<file path="src/core/twi_pkg.sv">
/*
  Shared constants and types for the two-wire bus controller: register
  offsets, control bit positions, status codes, reset values and timing.
  Assumes a 200 MHz pclk and a 32-bit APB register bus.
*/
package twi_pkg;
  localparam logic [7:0] OFS_CONTROL_SET = 8'h00;
  localparam logic [7:0] OFS_STATUS = 8'h04;
  localparam logic [7:0] OFS_DATA = 8'h08;
  localparam logic [7:0] OFS_OWN_ADDR = 8'h0C;
  localparam logic [7:0] OFS_CONTROL_CLR = 8'h18;
  localparam logic [7:0] OFS_HALF_PERIOD = 8'h1C;

  localparam int BIT_ENABLE = 6;
  localparam int BIT_BEGIN = 5;
  localparam int BIT_HALT = 4;
  localparam int BIT_IFLAG = 3;
  localparam int BIT_ACK_EN = 2;

  localparam logic [7:0] RST_CONTROL = 8'h00;
  localparam logic [7:0] RST_STATUS = 8'hF8;
  localparam logic [7:0] RST_DATA = 8'h00;
  localparam logic [7:0] RST_OWN_ADDR = 8'h00;

  localparam logic [7:0] ST_START = 8'h08;
  localparam logic [7:0] ST_RESTART = 8'h10;
  localparam logic [7:0] ST_MT_ADDR_ACK = 8'h18;
  localparam logic [7:0] ST_MT_ADDR_NACK = 8'h20;
  localparam logic [7:0] ST_MT_DATA_ACK = 8'h28;
  localparam logic [7:0] ST_MT_DATA_NACK = 8'h30;
  localparam logic [7:0] ST_ARB_LOST = 8'h38;
  localparam logic [7:0] ST_MR_ADDR_ACK = 8'h40;
  localparam logic [7:0] ST_MR_ADDR_NACK = 8'h48;
  localparam logic [7:0] ST_MR_DATA_ACK = 8'h50;
  localparam logic [7:0] ST_MR_DATA_NACK = 8'h58;
  localparam logic [7:0] ST_SR_ADDR = 8'h60;
  localparam logic [7:0] ST_SR_ARB_ADDR = 8'h68;
  localparam logic [7:0] ST_SR_GC = 8'h70;
  localparam logic [7:0] ST_SR_ARB_GC = 8'h78;
  localparam logic [7:0] ST_SR_DATA_ACK = 8'h80;
  localparam logic [7:0] ST_SR_DATA_NACK = 8'h88;
  localparam logic [7:0] ST_SR_GC_ACK = 8'h90;
  localparam logic [7:0] ST_SR_GC_NACK = 8'h98;
  localparam logic [7:0] ST_SR_STOP = 8'hA0;
  localparam logic [7:0] ST_ST_ADDR = 8'hA8;
  localparam logic [7:0] ST_ST_ARB_ADDR = 8'hB0;
  localparam logic [7:0] ST_ST_DATA_ACK = 8'hB8;
  localparam logic [7:0] ST_ST_DATA_NACK = 8'hC0;
  localparam logic [7:0] ST_IDLE = 8'hF8;

  localparam logic [7:0] GENERAL_CALL = 8'h00;
  localparam int FILTER_CYCLES = 3;
  localparam logic [15:0] RST_HALF_PERIOD = 16'h00FA;

  typedef struct packed {
    logic scl;
    logic sda;
  } bus_lines_t;

  typedef struct packed {
    logic start;
    logic stop;
    logic scl_rise;
    logic scl_fall;
  } bus_events_t;
endpackage

</file>
<file path="src/core/twi_line_filter.sv">
/*
  Synchroniser and spike filter for the two bus lines, plus START, STOP
  and clock edge detection. Assumes raw pin levels from outside pclk.
*/
`timescale 1ns/10ps
module twi_line_filter
  import twi_pkg::*;
(
  input wire logic pclk,
  input wire logic presetn,
  input wire logic clk_en,
  input wire bus_lines_t raw,
  output bus_lines_t clean,
  output bus_events_t events
);
  bus_lines_t meta_q, sync_q, clean_q, prev_q;
  logic [1:0] cnt_q [2];
  logic [1:0] sync_v, clean_v;

  assign sync_v = {sync_q.scl, sync_q.sda};

  genvar g;
  generate
    for (g = 0; g < 2; g++) begin : g_line
      // RL15 spike reject: level must stand three clocks
      always_ff @(posedge pclk or negedge presetn) begin
        if (!presetn) begin
          cnt_q[g] <= 2'h0;
          clean_v[g] <= 1'b1;
        end else if (clk_en) begin
          if (sync_v[g] == clean_v[g]) begin
            cnt_q[g] <= 2'h0;
          end else if (cnt_q[g] == 2'(FILTER_CYCLES - 1)) begin
            cnt_q[g] <= 2'h0;
            clean_v[g] <= sync_v[g];
          end else begin
            cnt_q[g] <= cnt_q[g] + 2'h1;
          end
        end
      end
    end
  endgenerate

  assign clean_q = '{scl: clean_v[1], sda: clean_v[0]};
  assign clean = clean_q;

  // RL15 two-flop sync
  always_ff @(posedge pclk or negedge presetn) begin
    if (!presetn) begin
      meta_q <= '{scl: 1'b1, sda: 1'b1};
      sync_q <= '{scl: 1'b1, sda: 1'b1};
      prev_q <= '{scl: 1'b1, sda: 1'b1};
    end else if (clk_en) begin
      meta_q <= raw;
      sync_q <= meta_q;
      prev_q <= clean_q;
    end
  end

  // RL25 start and stop detect
  assign events.start = clean_q.scl && prev_q.scl && prev_q.sda && !clean_q.sda;
  assign events.stop = clean_q.scl && prev_q.scl && !prev_q.sda && clean_q.sda;
  assign events.scl_rise = clean_q.scl && !prev_q.scl;
  assign events.scl_fall = !clean_q.scl && prev_q.scl;
endmodule

</file>
<file path="src/core/twi_apb_regs.sv">
/*
  APB slave decode for the controller registers. Produces one-cycle
  write strobes and a combinational read word. Assumes zero wait states.
*/
`timescale 1ns/10ps
module twi_apb_regs
  import twi_pkg::*;
(
  input wire logic pclk,
  input wire logic presetn,
  input wire logic clk_en,
  input wire logic psel,
  input wire logic penable,
  input wire logic pwrite,
  input wire logic [7:0] paddr,
  input wire logic [31:0] pwdata,
  input wire logic [7:0] control,
  input wire logic [7:0] status,
  input wire logic [7:0] data,
  input wire logic [7:0] own_addr,
  input wire logic [15:0] half_period,
  output logic [31:0] prdata,
  output logic pslverr,
  output logic wr_set,
  output logic wr_clr,
  output logic wr_data,
  output logic wr_addr,
  output logic wr_half,
  output logic rd_data
);
  logic access, mapped;
  logic [31:0] rdata_d;
  logic [31:0] prdata_q;
  logic pslverr_q;

  assign access = psel && penable && clk_en;
  assign mapped = (paddr == OFS_CONTROL_SET) || (paddr == OFS_STATUS) ||
                  (paddr == OFS_DATA) || (paddr == OFS_OWN_ADDR) ||
                  (paddr == OFS_CONTROL_CLR) || (paddr == OFS_HALF_PERIOD);
  assign wr_set = access && pwrite && (paddr == OFS_CONTROL_SET);
  assign wr_clr = access && pwrite && (paddr == OFS_CONTROL_CLR);
  assign wr_data = access && pwrite && (paddr == OFS_DATA);
  assign wr_addr = access && pwrite && (paddr == OFS_OWN_ADDR);
  assign wr_half = access && pwrite && (paddr == OFS_HALF_PERIOD);
  assign rd_data = access && !pwrite && (paddr == OFS_DATA);
  assign rdata_d = (paddr == OFS_CONTROL_SET) ? {24'h000000, control} :
                   (paddr == OFS_STATUS) ? {24'h000000, status} :
                   (paddr == OFS_DATA) ? {24'h000000, data} :
                   (paddr == OFS_OWN_ADDR) ? {24'h000000, own_addr} :
                   (paddr == OFS_HALF_PERIOD) ? {16'h0000, half_period} :
                   32'h00000000;
  // Combinational read keeps zero wait states
  assign prdata = (psel && !pwrite) ? rdata_d : prdata_q;
  assign pslverr = psel && penable && !mapped;

  always_ff @(posedge pclk or negedge presetn) begin
    if (!presetn) begin
      prdata_q <= 32'h00000000;
      pslverr_q <= 1'b0;
    end else if (access && !pwrite) begin
      prdata_q <= rdata_d;
      pslverr_q <= !mapped;
    end
  end
endmodule

</file>
<file path="src/core/twi_engine.sv">
/*
  Byte-oriented two-wire bus controller: master and slave, transmit and
  receive, with arbitration, address compare and status codes.
  Assumes open-drain pads outside; APB master on pclk.
*/
// Operation
// RL1: Moves one byte at a time; master/slave transmit and receive modes.
// RL2: With slave enabled, watches own and general call address; match sets flag.
// RL3: Master request waits for a free bus before starting.
// RL4: Lost arbitration drops to slave at once; own address still recognised.
// RL5: Control bits: enable 6, begin 5, halt 4, flag 3, ack enable 2.
// RL6: Ack enable low means no address is acknowledged, no slave mode.
// RL7: Writing one to clear register flag bit clears the flag; zeros ignored.
// RL8: First master byte is 7-bit address plus direction, 0 for write.
// RL9: Master transmitter sends 8 bits then samples one acknowledge bit.
// RL10: Begin request issues START once bus free, sets flag, status 0x08.
// RL11: After address and ack: 0x18, 0x20, 0x38 or slave 0x68, 0x78, 0xB0.
// RL12: Master read address phase: 0x40, 0x48, 0x38 or slave codes.
// RL13: Enable and ack enable set: acknowledge own and general call address.
// RL14: Addressed slave: direction 0 receives, 1 transmits; flag set after address.
// RL15: Lines synchronised; pulses under three clocks rejected.
// RL16: Own address in upper seven bits; bit 0 enables general call 0x00.
// RL17: Compare received address to own and first byte to 0x00.
// RL18: Shift left, bit 7 first; first received bit lands in bit 7.
// RL19: Bus value shifted in while shifting out; register holds last byte.
// RL20: Master transmitter losing a one becomes slave, finishes byte clocks only; code stops its clocks at once.
// RL21: Master receiver: low SDA during its not-acknowledge means lost arbitration.
// RL22: Transfer ends in STOP or repeated START; bus stays claimed.
// RL23: Status latched when flag sets; stable till cleared; low bits zero.
// RL24: SCL held low after each byte and ack while flag set.
// RL25: START and STOP detected in every mode; bus-free state tracked.
`timescale 1ns/10ps
module twi_engine
  import twi_pkg::*;
#(
  parameter logic [15:0] HALF_PERIOD_DEFAULT = RST_HALF_PERIOD
) (
  input wire logic pclk,
  input wire logic presetn,
  input wire logic clk_en,
  input wire logic psel,
  input wire logic penable,
  input wire logic pwrite,
  input wire logic [7:0] paddr,
  input wire logic [31:0] pwdata,
  output logic [31:0] prdata,
  output logic pready,
  output logic pslverr,
  input wire logic port0_serial_data_pin_i,
  output logic port0_serial_data_pin_o,
  output logic port0_serial_data_pin_oe,
  input wire logic port0_serial_clock_pin_i,
  output logic port0_serial_clock_pin_o,
  output logic port0_serial_clock_pin_oe,
  output logic interrupt_req
);
  typedef enum logic [2:0] {
    S_IDLE = 3'b000,
    S_START = 3'b001,
    S_BIT = 3'b010,
    S_ACK = 3'b011,
    S_HOLD = 3'b100,
    S_STOP = 3'b101,
    S_SLAVE = 3'b110
  } phase_t;

  bus_lines_t clean;
  bus_events_t ev;
  logic wr_set, wr_clr, wr_data, wr_addr, wr_half, rd_data;
  logic [7:0] control_q, status_q, data_q, own_addr_q;
  logic [15:0] half_q, tick_q;
  phase_t phase_q;
  logic [3:0] bit_q;
  logic master_q, tx_q, addr_phase_q, busy_q, sda_drive_q, scl_drive_q;
  logic lost_q, no_clocks_q, ack_out_q, sda_out_q, scl_hi_q, gc_q, addressed_q;
  logic [7:0] status_d;
  logic set_flag;
  logic block_enable, begin_request, halt_request, iflag, ack_enable;
  logic tick_done, own_match, gc_match, slave_ack;
  logic [7:0] data_shift;
  logic [7:0] control_wr;

  assign block_enable = control_q[BIT_ENABLE];
  assign begin_request = control_q[BIT_BEGIN];
  assign halt_request = control_q[BIT_HALT];
  assign iflag = control_q[BIT_IFLAG];
  assign ack_enable = control_q[BIT_ACK_EN];
  assign tick_done = (tick_q == 16'h0000);
  assign data_shift = {data_q[6:0], clean.sda};
  // RL16 own address and general call enable
  assign own_match = (data_q[7:1] == own_addr_q[7:1]);
  // RL17 general call compare
  assign gc_match = (data_q == GENERAL_CALL) && own_addr_q[0];
  // RL6 RL13 acknowledge only with both bits set
  assign slave_ack = block_enable && ack_enable && (own_match || gc_match);
  // RL5 writable bits only
  assign control_wr = pwdata[7:0] & 8'h7C;

  twi_line_filter u_filter (
    .pclk(pclk),
    .presetn(presetn),
    .clk_en(clk_en),
    .raw('{scl: port0_serial_clock_pin_i, sda: port0_serial_data_pin_i}),
    .clean(clean),
    .events(ev)
  );

  twi_apb_regs u_regs (
    .pclk(pclk),
    .presetn(presetn),
    .clk_en(clk_en),
    .psel(psel),
    .penable(penable),
    .pwrite(pwrite),
    .paddr(paddr),
    .pwdata(pwdata),
    .control(control_q),
    .status(status_q),
    .data(data_q),
    .own_addr(own_addr_q),
    .half_period(half_q),
    .prdata(prdata),
    .pslverr(pslverr),
    .wr_set(wr_set),
    .wr_clr(wr_clr),
    .wr_data(wr_data),
    .wr_addr(wr_addr),
    .wr_half(wr_half),
    .rd_data(rd_data)
  );

  // Zero-wait-state slave
  assign pready = 1'b1;

  // Open-drain: drive only ever pulls low
  assign port0_serial_data_pin_o = 1'b0;
  assign port0_serial_clock_pin_o = 1'b0;
  assign port0_serial_data_pin_oe = sda_drive_q;
  assign port0_serial_clock_pin_oe = scl_drive_q;
  assign interrupt_req = control_q[BIT_IFLAG];

  // Software registers and the flag
  always_ff @(posedge pclk or negedge presetn) begin
    if (!presetn) begin
      control_q <= RST_CONTROL;
      own_addr_q <= RST_OWN_ADDR;
      half_q <= HALF_PERIOD_DEFAULT;
      status_q <= RST_STATUS;
    end else if (clk_en) begin
      if (wr_addr) begin
        own_addr_q <= pwdata[7:0];
      end
      if (wr_half) begin
        half_q <= pwdata[15:0];
      end
      if (wr_set) begin
        control_q <= control_q | control_wr;
      end
      // RL7 write-one clear; a set in the same cycle wins
      if (wr_clr) begin
        control_q <= control_q & ~control_wr;
      end
      if (set_flag) begin
        control_q[BIT_IFLAG] <= 1'b1;
        // RL23 status latched with the flag
        status_q <= {status_d[7:3], 3'b000};
      end else if (wr_clr && control_wr[BIT_IFLAG]) begin
        status_q <= ST_IDLE;
      end
      if (phase_q == S_START && tick_done && clean.scl && !clean.sda) begin
        control_q[BIT_BEGIN] <= 1'b0;
      end
      if (phase_q == S_STOP && tick_done && scl_hi_q) begin
        control_q[BIT_HALT] <= 1'b0;
      end
    end
  end

  // RL25 bus busy between START and STOP
  always_ff @(posedge pclk or negedge presetn) begin
    if (!presetn) begin
      busy_q <= 1'b0;
    end else if (clk_en) begin
      if (ev.start) begin
        busy_q <= 1'b1;
      end else if (ev.stop) begin
        busy_q <= 1'b0;
      end
    end
  end

  // Byte engine
  always_ff @(posedge pclk or negedge presetn) begin
    if (!presetn) begin
      phase_q <= S_IDLE;
      tick_q <= 16'h0000;
      bit_q <= 4'h0;
      data_q <= RST_DATA;
      master_q <= 1'b0;
      tx_q <= 1'b0;
      addr_phase_q <= 1'b0;
      sda_drive_q <= 1'b0;
      scl_drive_q <= 1'b0;
      lost_q <= 1'b0;
      no_clocks_q <= 1'b0;
      ack_out_q <= 1'b0;
      sda_out_q <= 1'b1;
      scl_hi_q <= 1'b0;
      gc_q <= 1'b0;
      addressed_q <= 1'b0;
      set_flag <= 1'b0;
      status_d <= ST_IDLE;
    end else if (clk_en) begin
      set_flag <= 1'b0;
      if (!tick_done) begin
        tick_q <= tick_q - 16'h0001;
      end
      if (wr_data && !master_q && !addressed_q) begin
        data_q <= pwdata[7:0];
      end else if (wr_data && iflag) begin
        data_q <= pwdata[7:0];
      end
      if (!block_enable) begin
        phase_q <= S_IDLE;
        master_q <= 1'b0;
        addressed_q <= 1'b0;
        sda_drive_q <= 1'b0;
        scl_drive_q <= 1'b0;
      end else if (ev.stop && !master_q) begin
        // RL25 stop ends any slave transfer
        phase_q <= S_IDLE;
        addressed_q <= 1'b0;
        sda_drive_q <= 1'b0;
        if (addressed_q && !tx_q) begin
          status_d <= ST_SR_STOP;
          set_flag <= 1'b1;
        end
      end else if (ev.start && !master_q && phase_q != S_START) begin
        // RL4 RL2 foreign START: address watch
        phase_q <= S_SLAVE;
        bit_q <= 4'h0;
        addr_phase_q <= 1'b1;
        addressed_q <= 1'b0;
        sda_drive_q <= 1'b0;
      end else begin
        unique case (phase_q)
          S_IDLE: begin
            // RL3 RL10 wait for free bus before START
            if (begin_request && !busy_q && !iflag) begin
              sda_drive_q <= 1'b1;
              tick_q <= half_q;
              phase_q <= S_START;
            end
          end
          S_START: begin
            if (tick_done && clean.scl && !clean.sda) begin
              master_q <= 1'b1;
              lost_q <= 1'b0;
              no_clocks_q <= 1'b0;
              addr_phase_q <= 1'b1;
              scl_drive_q <= 1'b1;
              // RL10 START done
              status_d <= master_q ? ST_RESTART : ST_START;
              set_flag <= 1'b1;
              phase_q <= S_HOLD;
            end else if (tick_done && clean.scl) begin
              sda_drive_q <= 1'b1;
            end
          end
          S_HOLD: begin
            // RL24 clock held low until flag cleared
            scl_drive_q <= master_q || addressed_q;
            if (!iflag && !set_flag) begin
              if (master_q && halt_request) begin
                sda_drive_q <= 1'b1;
                tick_q <= half_q;
                scl_hi_q <= 1'b0;
                phase_q <= S_STOP;
              end else if (master_q && begin_request) begin
                // RL22 repeated START keeps bus claimed
                sda_drive_q <= 1'b0;
                scl_drive_q <= 1'b0;
                tick_q <= half_q;
                phase_q <= S_START;
              end else begin
                // RL8 first byte is address plus direction
                if (master_q && addr_phase_q) begin
                  tx_q <= 1'b1;
                end
                sda_out_q <= data_q[7];
                sda_drive_q <= (master_q || tx_q) ? !data_q[7] : 1'b0;
                bit_q <= 4'h0;
                tick_q <= half_q;
                scl_hi_q <= 1'b0;
                scl_drive_q <= master_q;
                phase_q <= S_BIT;
              end
            end
          end
          S_BIT, S_ACK, S_SLAVE: begin
            // RL1 master clock generator; slaves follow SCL
            if (master_q && tick_done) begin
              if (!scl_hi_q) begin
                scl_drive_q <= 1'b0;
                scl_hi_q <= 1'b1;
                tick_q <= half_q;
              end else if (clean.scl) begin
                scl_drive_q <= 1'b1;
                scl_hi_q <= 1'b0;
                tick_q <= half_q;
              end
            end
            if (ev.scl_rise && phase_q != S_ACK) begin
              // RL18 RL19 shift in the bus value every bit
              data_q <= data_shift;
              // RL20 driven one seen low: arbitration lost
              if (master_q && tx_q && sda_out_q && !clean.sda) begin
                lost_q <= 1'b1;
                master_q <= 1'b0;
                sda_drive_q <= 1'b0;
              end
              bit_q <= bit_q + 4'h1;
            end
            if (ev.scl_fall && phase_q != S_ACK) begin
              if (bit_q == 4'h8) begin
                // RL9 one acknowledge bit after eight
                phase_q <= S_ACK;
                if (addr_phase_q && !master_q) begin
                  gc_q <= gc_match;
                  addressed_q <= slave_ack;
                  // RL14 direction picks receive or transmit
                  tx_q <= slave_ack && data_q[0];
                  sda_drive_q <= slave_ack;
                end else begin
                  if (master_q && addr_phase_q) begin
                    tx_q <= !data_q[0];
                  end
                  sda_drive_q <= !tx_q && ack_enable &&
                                 (master_q || addressed_q);
                end
                ack_out_q <= !tx_q && ack_enable;
              end else begin
                sda_out_q <= data_q[7];
                sda_drive_q <= ((master_q && !lost_q) || (addressed_q && tx_q)) &&
                               tx_q && !data_q[7];
              end
            end
            if (ev.scl_rise && phase_q == S_ACK) begin
              // RL21 own not-acknowledge overruled
              if (master_q && !tx_q && !ack_out_q && !clean.sda) begin
                lost_q <= 1'b1;
                master_q <= 1'b0;
                no_clocks_q <= 1'b1;
              end
              if (master_q && addr_phase_q) begin
                // RL11 RL12 master address results
                status_d <= tx_q ? (clean.sda ? ST_MT_ADDR_NACK : ST_MT_ADDR_ACK) :
                            (clean.sda ? ST_MR_ADDR_NACK : ST_MR_ADDR_ACK);
              end else if (master_q) begin
                status_d <= tx_q ? (clean.sda ? ST_MT_DATA_NACK : ST_MT_DATA_ACK) :
                            (ack_out_q ? ST_MR_DATA_ACK : ST_MR_DATA_NACK);
              end else if (addr_phase_q && addressed_q) begin
                // RL4 RL17 slave address match, with or without lost arbitration
                status_d <= tx_q ? (lost_q ? ST_ST_ARB_ADDR : ST_ST_ADDR) :
                            gc_q ? (lost_q ? ST_SR_ARB_GC : ST_SR_GC) :
                            (lost_q ? ST_SR_ARB_ADDR : ST_SR_ADDR);
              end else if (addressed_q) begin
                status_d <= tx_q ? (clean.sda ? ST_ST_DATA_NACK : ST_ST_DATA_ACK) :
                            gc_q ? (ack_out_q ? ST_SR_GC_ACK : ST_SR_GC_NACK) :
                            (ack_out_q ? ST_SR_DATA_ACK : ST_SR_DATA_NACK);
              end else if (lost_q) begin
                status_d <= ST_ARB_LOST;
              end
            end
            if (ev.scl_fall && phase_q == S_ACK) begin
              addr_phase_q <= 1'b0;
              lost_q <= lost_q && !(master_q || addressed_q);
              sda_drive_q <= 1'b0;
              if (master_q || addressed_q || lost_q) begin
                // RL2 RL24 flag and stretch after byte and ack
                set_flag <= 1'b1;
                scl_drive_q <= 1'b1;
                phase_q <= master_q || addressed_q ? S_HOLD : S_IDLE;
              end else begin
                phase_q <= S_IDLE;
              end
            end
          end
          S_STOP: begin
            // RL22 STOP: SCL up, then SDA up
            if (tick_done && !scl_hi_q) begin
              scl_drive_q <= 1'b0;
              scl_hi_q <= 1'b1;
              tick_q <= half_q;
            end else if (tick_done && scl_hi_q && clean.scl) begin
              sda_drive_q <= 1'b0;
              master_q <= 1'b0;
              phase_q <= S_IDLE;
            end
          end
          default: begin
            phase_q <= S_IDLE;
          end
        endcase
      end
    end
  end
endmodule

</file>
<file path="config.mk">
export PLATFORM = sky130hd
export DESIGN_NAME = twi_engine
export DESIGN_NICKNAME = d
export VERILOG_FILES = /design/src/core/twi_pkg.sv /design/src/core/twi_line_filter.sv /design/src/core/twi_apb_regs.sv /design/src/core/twi_engine.sv
export SDC_FILE = /design/constraint.sdc
export NUM_CORES = 1
export LEC_CHECK = 0
export BUFFER_PORTS_ARGS = -buffer_cell sky130_fd_sc_hd__clkbuf_2
export CAP_MARGIN = 25
export CORE_UTILIZATION = 53
export DETAILED_ROUTE_END_ITERATION = 6
export GPL_TIMING_DRIVEN = 0
export PLACE_DENSITY_LB_ADDON = 0.2
export SYNTH_ARGS = -nofsm -noshare
export SYNTH_HDL_FRONTEND = slang
export SYNTH_SLANG_ARGS = --single-unit
</file>
<file path="constraint.sdc">
create_clock -name pclk -period 2.3 [get_ports pclk]
set_input_delay 0.345 -clock pclk [delete_from_list [all_inputs] [get_ports pclk]]
set_output_delay 0.345 -clock pclk [all_outputs]
set_load 0.005 [all_outputs]
</file>
# == After elaboration in Yosys (flattened, before gate mapping) ==
# Index checks and enable logic that the tools add are counted.
# totals
regBits,136
inputBits,48
elab_cells,424
# classes
n_addsub,4
n_eq_ne,66
muxes,176
n_bitwise,7
reduce_logical,135
# ops
operator,count
16-bit two-way mux,11
8-bit two-way mux,22
32-bit two-way mux,5
1-bit two-way mux,85
1-bit logical AND,66
16-bit one-hot mux with 4 select lines,1
4-bit two-way mux,11
3-bit two-way mux,14
8-bit AND reduction,4
7-bit two-way mux,4
"3-bit inequality test, second input constant",9
5-bit two-way mux,5
"2-bit inequality test, second input constant",11
"7-bit inequality test, second input constant",3
3-bit nonzero test,7
"4-bit by 1-bit inequality test with 1-bit output, second input constant",5
"5-bit inequality test, second input constant",4
10-bit AND reduction,2
1-bit logical NOT,18
6-bit AND reduction,3
"8-bit by 4-bit equality test with 1-bit output, second input constant",2
"8-bit by 5-bit equality test with 1-bit output, second input constant",2
16-bit logical NOT,1
8-bit logical NOT,2
41 further kinds,91

# == Logic depth before layout (Yosys ltp) ==
# Gate-level depths: netlist (run 1).
# depth
ltp_word,12
mapped_depth,10

# == Hierarchy ==
# From an unflattened synthesis (run 1), not the netlist that was laid out.
# hier_totals
cells_unflattened,778
hier_area_um2,7093.1
# by_module_without_submodules
mod,n_inst,cells_each,area_each_um2,seq_area_each_um2
twi_engine,1,544,5018.6,2098.3
twi_apb_regs,1,191,1502.7,400.4
twi_line_filter,1,43,571.8,310.3

# == Worst setup path after synthesis (run 1) ==
# No wires, ideal clock.
# synth_timing
path_type,reg-to-reg
from,reg tick_q[0]
to,reg tick_q[13]
setup_time_ns,0.143
t_arrival_ns,2.455
slack_ns,-0.298
path_stages_with_launch,11
n_path_buf,2
period_less_slack_ns,2.598
path_cell_list,dfrtp_1 -> inv_1 -> ha_1 -> or4b_4 -> nor4_4 -> a22oi_2 -> or3_1 -> buf_6 -> buf_12 -> mux2i_1 -> a22oi_1
# synth_via
elab_chain_cells,9
word_cells_on_any_way,15
classes_between,1 x add/sub; 11 x mux; 3 x reduce/logical
# synth_lines
element,line,rtl
"start, declared",twi_engine.sv:71,"logic [15:0] half_q, tick_q;"
"start signal, assigned",twi_engine.sv:216,tick_q <= tick_q - 16'h0001;
"start signal, assigned",twi_engine.sv:251,tick_q <= half_q;
"start signal, assigned",twi_engine.sv:276,tick_q <= half_q;
16-bit by 1-bit subtractor with 16-bit output / 16-bit logical NOT (equally long branches),"twi_engine.sv:216, twi_engine.sv:88",
16-bit two-way mux,twi_engine.sv:215,if (!tick_done) begin
16-bit two-way mux,twi_engine.sv:307,end else if (clean.scl) begin
16-bit two-way mux,twi_engine.sv:303,if (!scl_hi_q) begin
16-bit two-way mux,twi_engine.sv:302,if (master_q && tick_done) begin
16-bit one-hot mux with 4 select lines,twi_engine.sv:246,unique case (phase_q)
16-bit two-way mux,twi_engine.sv:238,end else if (ev.start && !master_q && phase_q != S_START) begin
16-bit two-way mux,twi_engine.sv:229,end else if (ev.stop && !master_q) begin
16-bit two-way mux (*),twi_engine.sv:223,if (!block_enable) begin
# Every way passes the cells marked *; elsewhere a longest branch is shown, timed or not.
# A chain may end at the register's enable or synchronous reset.

# == Worst setup path after layout (run 1) ==
# layout_timing
from,reg tick_q[1]
to,reg tick_q[9]
# The elaborated chain is that of the path after synthesis.

==> results of run 1 <==
-- flip-flops by register name (all words and copies together) (netlist names), 2 cells and up, named ones only --
| signal | cells |
|---|---|
| tick_q | 16 |
| half_q | 16 |
| u_filter.clean | 2 |
| u_filter.meta_q | 2 |
| data_q | 8 |
| phase_q | 3 |
| bit_q | 4 |
| own_addr_q | 8 |
| control_q | 3 |
| status_d | 5 |
| status_q | 5 |
| u_regs.prdata_q | 16 |
| u_filter.cnt_q | 4 |
| u_filter.prev_q | 2 |
| u_filter.sync_q | 2 |
-- cell usage after synthesis, types with 5 or more instances --
library cell  count
a211oi_1          6
a21oi_1          45
a22oi_1          14
a2bb2oi_1         9
a31oi_1          18
and3_1            5
buf_4            19
clkbuf_1         37
dfrtp_1          86
dfstp_2          25
ha_1              6
inv_1            26
mux2_2           50
mux2i_1          21
nand2_1          79
nand2b_1         10
nand3_1          27
nand4_1          11
nand4b_1          6
nor2_1           55
nor2b_1           6
nor3_1           20
nor3b_1           6
nor4_1            8
o211ai_1          8
o21ai_0          65
o22a_1            5
o22ai_1           5
o2bb2ai_1        11
or3_1             7
xnor2_1           7
-- cell type report --
class	instances	area, µm²	area share, %
Multi-Input combinational cell	593	4210	49.6
Sequential cell	111	2810	33.1
Timing Repair Buffer	83	518	6.10
Buffer	60	353	4.16
Clock buffer	12	246	2.90
Tap cell	172	215	2.53
Inverter	28	105	1.24
Clock inverter	4	30.0	0.354
-- repair_timing --
| item | CTS | global route |
|---|---|---|
| pin swaps | 18 | 15 |
| setup endpoints to repair | 58 | 53 |
| buffers inserted | 25 | 9 |
| gates resized for setup | 59 | 56 |
-- logic make-up (layout without fill, tap and decap cells) --
group | Yosys count | after routing | share of synthesized area, %
fa+ha+maj | 6 | 6 | 1.07
simple gates | 262 | 262 | 19.1
xor+xnor | 11 | 11 | 1.38
buf+inv | 92 | 187 | 6.42
mux | 71 | 71 | 11.1
compound gates | 224 | 224 | 20.7
flops | 111 | 111 | 40.2
other cells | 2 | 19 | 0.107
-- metal layers --
layer,share of wire [%],track usage (%),vias up
met3,8.1,9.68,44
met2,47,53.0,330
met5,0,0,-
li1,-,-,3040
met1,43,45.5,3387
met4,2.2,10.6,0
-- worst max-delay path by stage --
stage / from / to / slack, ns
detailed placement: u_filter.prev_q[0]$_DFFE_PN1P_ / tick_q[3]$_DFFE_PN0P_ / -0.72
CTS: tick_q[0]$_DFFE_PN0P_ / tick_q[9]$_DFFE_PN0P_ / -0.35
floorplan: tick_q[0]$_DFFE_PN0P_ / tick_q[13]$_DFFE_PN0P_ / -0.12
global route: tick_q[0]$_DFFE_PN0P_ / port0_serial_data_pin_oe$_DFFE_PN0P_ / -0.37
finish: tick_q[1]$_DFFE_PN0P_ / tick_q[9]$_DFFE_PN0P_ / -0.30
global placement: u_filter.prev_q[0]$_DFFE_PN1P_ / tick_q[13]$_DFFE_PN0P_ / -0.67
-- power groups by stage --
stage | Combinational [µW] | Clock, µW | Sequential (µW)
global placement | 920 | 0 | 2340
CTS | 1110 | 1550 | 2300
detailed placement | 950 | 0 | 2350
global route | 1320 | 1610 | 2350
finish | 1230 | 1530 | 2320
floorplan | 655 | 0 | 2290
-- through the flow --
| stage | hold slack (ns) | setup WS, ns | total power, µW | std cells |
|---|---|---|---|---|
| after floorplan | 0.0494 | -0.118 | 2950 | 796 |
| after global placement | 0.463 | -0.666 | 3260 | 1018 |
| after detailed placement | 0.472 | -0.719 | 3300 | 1018 |
| after CTS | 0.132 | -0.355 | 4960 | 1056 |
| after global routing | 0.171 | -0.369 | 5280 | 1063 |
| final | 0.0907 | -0.297 | 5070 | 1063 |
==> impl_results.md, run 1 <==
* Status: complete, but fails checks
* Violated checks: setup timing
* Sw Pwr at 1660 µW
* Sequential share of power at 45.7%
* Synth top area share at 30.8%
* Number of flops mapped to enable cells by yosys at 0
* Maximum vdd drop at 702 µV
* Register bit total from synthesis at 111
* Critical Path AT at 2.80 ns
* Clk Tree Root Cell: clkbuf_16
* Max clock buf depth at 2
* CTS tree: built
* PD cells at 597 nW/µm²
* Number of global-route vias before repair at 6428
* Sequential fraction of the synthesis area at 40.2%
* Setup ws final at -0.297 ns
* Netlist cell types at 76
* Startpoint types: flop
* Core box area at 12700 µm²
* Drt drc at 0
* Placed cell area at 7570 µm²
* RR Startpoint: tick_q[1]$_DFFE_PN0P_
* Drt pass-1 iters at 5
* Pins Over Slew Limit at 0
* Crit-path cells: inv_2 -> ha_4 -> or4b_4 -> nor2_4 -> a31oi_4 -> or3_1 -> buf_6 -> buf_12 -> mux2i_1 -> a22oi_1
* RR Endpoint: tick_q[9]$_DFFE_PN0P_
* # fillers at 1093
* H-tree levels at 3
* Comb pwr share at 24.2%
* Max-cap violations at 0
* CP required at 2.51 ns
* Pin count of the biggest net entering global routing at 112
* Mean post-synth cell area at 8.98 µm²
* Area grow syn2layout at 21.4%
* Slew headroom at 40.7%
* Gp weighted congestion at 0.951
* Pleak at 0.00360 µW
* Final worst path period need at 2.60 ns
* Routed WL at 22500 µm
* Predominant post-synthesis flop cell: dfrtp_1
* Final hold violations at 0
* Initial DRC Count at 547
* GRT Total Usage at 33.9%
* Final setup viols at 28
* Post-route cell area at 8490 µm²
* Initial Util at 55.0%
* Share of cells above drive strength 1 at 32.2%
* Asr flop ratio synth at 100%
* Total gr overflow at 0
* Clock Skews at 0.0147 ns
* CTS sink count at 111
* Clock latency on the worst-skew pair at 0.37 ns
* Fmax at 0.385 GHz
* Port bufs at 50
* CTS clk-pin slew, worst paths at 0.08 ns
* Crit Path Class: flop to flop
* Min-Delay Path Class: primary input to async pin
* Post-route setup TNS at -5.32 ns
* Switching Fraction at 32.7%
* Fin crit share at 113%
* Worst R2R Setup Slack at -0.30 ns
* Commonest cells after routing, fill and taps aside: dfrtp_1 (85), nand2_1 (76), clkbuf_2 (62)
* Clk pwr share at 30.1%
* Buffers & Inverters on Critical Path at 3
* CTS buffer count at 9
* Synth warnings at 0
* Die X-Extent at 117 µm
* Initial antenna violation count at 0
* Crit path max-delay family: simple AND/OR/NAND/NOR gates
* Nets at 940
* Slowest-stage cell, CP: or4b_4
* Worst-Margin Slew at 0.889 ns
* Commonest non-fill, non-tap cell in the layout: dfrtp_1
* First-pass GRT wire length at 34500 µm
* Synth Instances at 779
* Crit. End Element: flop
* ANT cells at 0
* Hold Buf Count CTS at 0
* Top cells by area, synth: dfrtp_1 (31%), dfstp_2 (9.4%), mux2_2 (8.1%)
* Cell accounting for the most synthesized area: dfrtp_1
* Crit path max fanout at 10
* Die Height at 117 µm
* Die Area at 13700 µm²
* CP Depth at 10
* HPWL Detailed at 15800 µm
* I/O pin count at 87
* Core Util, Final at 66.7%
* Via/cell ratio at 6.40
* Routed via count at 6801
* Mapped Area at 6990 µm²
* ANT nets after route at 0
* Row count at 41
* P_int at 3410 µW
* Crit-path max cell delay at 0.50 ns
* FF-to-FF path depth at 10
* WL/cell at 21.2 µm
* RSZ-0062 raised after global routing: true
Power figures use the tool's default switching activity.
==> run 2, diff against run 1 <==
--- a/config.mk
+++ b/config.mk
@@ -11,6 +11,7 @@
 export DETAILED_ROUTE_END_ITERATION = 6
 export GPL_TIMING_DRIVEN = 0
 export PLACE_DENSITY_LB_ADDON = 0.2
+export RECOVER_POWER = 25
 export SYNTH_ARGS = -nofsm -noshare
 export SYNTH_HDL_FRONTEND = slang
 export SYNTH_SLANG_ARGS = --single-unit
==> run 2 against run 1 <==
Net effect:
- the flow finishes with violations (capacitance limit, slew limit, setup timing)
- register-to-register slack barely moved
- clock power is essentially flat
- highest routed layer unchanged
- clock skew is the same
- largest power group unchanged
- critical path type unchanged
==> impl_results.md, run 2 (same netlist as run 1, synthesis figures left out) <==
* Status: complete, but fails checks
* Violated checks: capacitance limit, slew limit, setup timing
* Routed via count at 6802
* Fmax at 0.385 GHz
* Setup ws final at -0.297 ns
* CTS buffer count at 9
* Commonest cells after routing, fill and taps aside: dfrtp_1 (85), nand2_1 (76), clkbuf_2 (62)
* Crit Path Class: flop to flop
* CTS sink count at 111
* Worst hold stages at 2
* WL/cell at 21.2 µm
* Slew headroom at -2.18%
* Drt drc at 0
* Initial DRC Count at 547
* FF-to-FF path depth at 10
* ANT cells at 0
* PD cells at 598 nW/µm²
* I/O pin count at 87
* Drt pass-1 iters at 5
* RSZ-0062 raised after global routing: true
* Hold worst-path end: half_q[13]$_DFFE_PN0P_
* Crit path max fanout at 10
* RR Endpoint: tick_q[9]$_DFFE_PN0P_
* Share of cells above drive strength 1 at 32.2%
* Crit. End Element: flop
* RR Startpoint: tick_q[1]$_DFFE_PN0P_
* Max clock buf depth at 2
* First-pass GRT wire length at 34500 µm
* Pin count of the biggest net entering global routing at 112
* Total power at 5070 µW
* Row count at 41
* HP Start: pwdata[13]
* HPWL Detailed at 15800 µm
* Min-Delay Path Class: primary input to flop
* Initial antenna violation count at 0
* Met3 usage at 9.68%
* GRT Total Usage at 33.9%
* Die Height at 117 µm
* GR peak layer: met2
* Max-cap violations at 1
* Core box area at 12700 µm²
* Biggest regs: half_q x16, tick_q x16, u_regs.prdata_q x16
* Commonest non-fill, non-tap cell in the layout: dfrtp_1
* Routed WL at 22600 µm
* Critical Path AT at 2.80 ns
* Worst R2R Setup Slack at -0.30 ns
* Fin crit share at 113%
* CP required at 2.51 ns
* Number of global-route vias before repair at 6428
* Clock latency on the worst-skew pair at 0.37 ns
* GRT met2 Usage at 53.0%
* Die X-Extent at 117 µm
* H-tree levels at 3
* Final hold violations at 0
* CTS tree: built
* Total gr overflow at 0
* Startpoint types: flop
* Post-route setup TNS at -5.32 ns
* Clock Skews at 0.0147 ns
* Clk Tree Root Cell: clkbuf_16
* Met1 Use GR at 45.5%
* Final setup viols at 28
* Gp weighted congestion at 0.951
* Pleak at 0.00360 µW
* Via/cell ratio at 6.40
* ANT nets after route at 0
* Maximum vdd drop at 702 µV
* Nets at 940
* Worst-Margin Slew at 1.53 ns
* Area grow syn2layout at 21.3%
* Initial Util at 55.0%
* CTS clk-pin slew, worst paths at 0.07 ns
* Final worst path period need at 2.60 ns
* Port bufs at 50
* Pins Over Slew Limit at 112
* Die Area at 13700 µm²
run 2: timing repair:
item                       4_1_cts  5_1_grt
pin swaps                       18       15
gates resized for setup         59       56
setup endpoints to repair       58       53
setup buffers                   25        9
hold buffers                     0        0
run 2: report_power, final:
group	switching, µW	leakage [µW]	internal (µW)	total, µW
combinational	734	0.00209	493	1230
sequential	169	0.00137	2150	2320
clock	755	0.000133	772	1530
run 2: layout make-up:
type,count,area (µm²)
plain buffers,60,353
well taps,172,215
multi-input cells,593,4210
clock inverters,4,30.0
clock buffers,12,246
inverters,28,105
fillers,1095,4240
repair buffers,83,512
flip-flops and latches,111,2810
run 2: per-stage QoR:
stage                     util [%]  cells  worst slack (ns)  hold slack [ns]  cell area (µm²)
final                         66.7   1063            -0.297            0.219             8480
after CTS                     64.7   1056            -0.355            0.132             8240
after detailed placement      59.5   1018            -0.719            0.472             7570
after global routing          66.7   1063            -0.369            0.210             8480
after floorplan                  -    796            -0.118           0.0494             7100
after global placement        59.5   1018            -0.666            0.463             7560
run 2: per-layer routing:
layer | wire (µm) | share of wire (%)
met4 | 483 | 2.1
met3 | 1830 | 8.1
met5 | 0 | 0
met2 | 10600 | 47
met1 | 9600 | 43
run 2: worst max-delay path by stage:
stage          cells after the start                                   end                            from  slack (ns)
6_report                          10                 tick_q[9]$_DFFE_PN0P_           tick_q[1]$_DFFE_PN0P_       -0.30
5_1_grt                            9  port0_serial_data_pin_oe$_DFFE_PN0P_           tick_q[0]$_DFFE_PN0P_       -0.37
4_1_cts                           10                 tick_q[9]$_DFFE_PN0P_           tick_q[0]$_DFFE_PN0P_       -0.35
3_5_place_dp                       8                 tick_q[3]$_DFFE_PN0P_  u_filter.prev_q[0]$_DFFE_PN1P_       -0.72
3_3_place_gp                       8                tick_q[13]$_DFFE_PN0P_  u_filter.prev_q[0]$_DFFE_PN1P_       -0.67
2_1_floorplan                     10                tick_q[13]$_DFFE_PN0P_           tick_q[0]$_DFFE_PN0P_       -0.12
run 2: worst max-delay path, stage by stage (launching register included):
cell and delay [ns]:
dfrtp_1 0.40, inv_2 0.09, ha_4 0.12, or4b_4 0.50, nor2_4 0.20, a31oi_4 0.15
or3_1 0.38, buf_6 0.15, buf_12 0.14, mux2i_1 0.19, a22oi_1 0.12
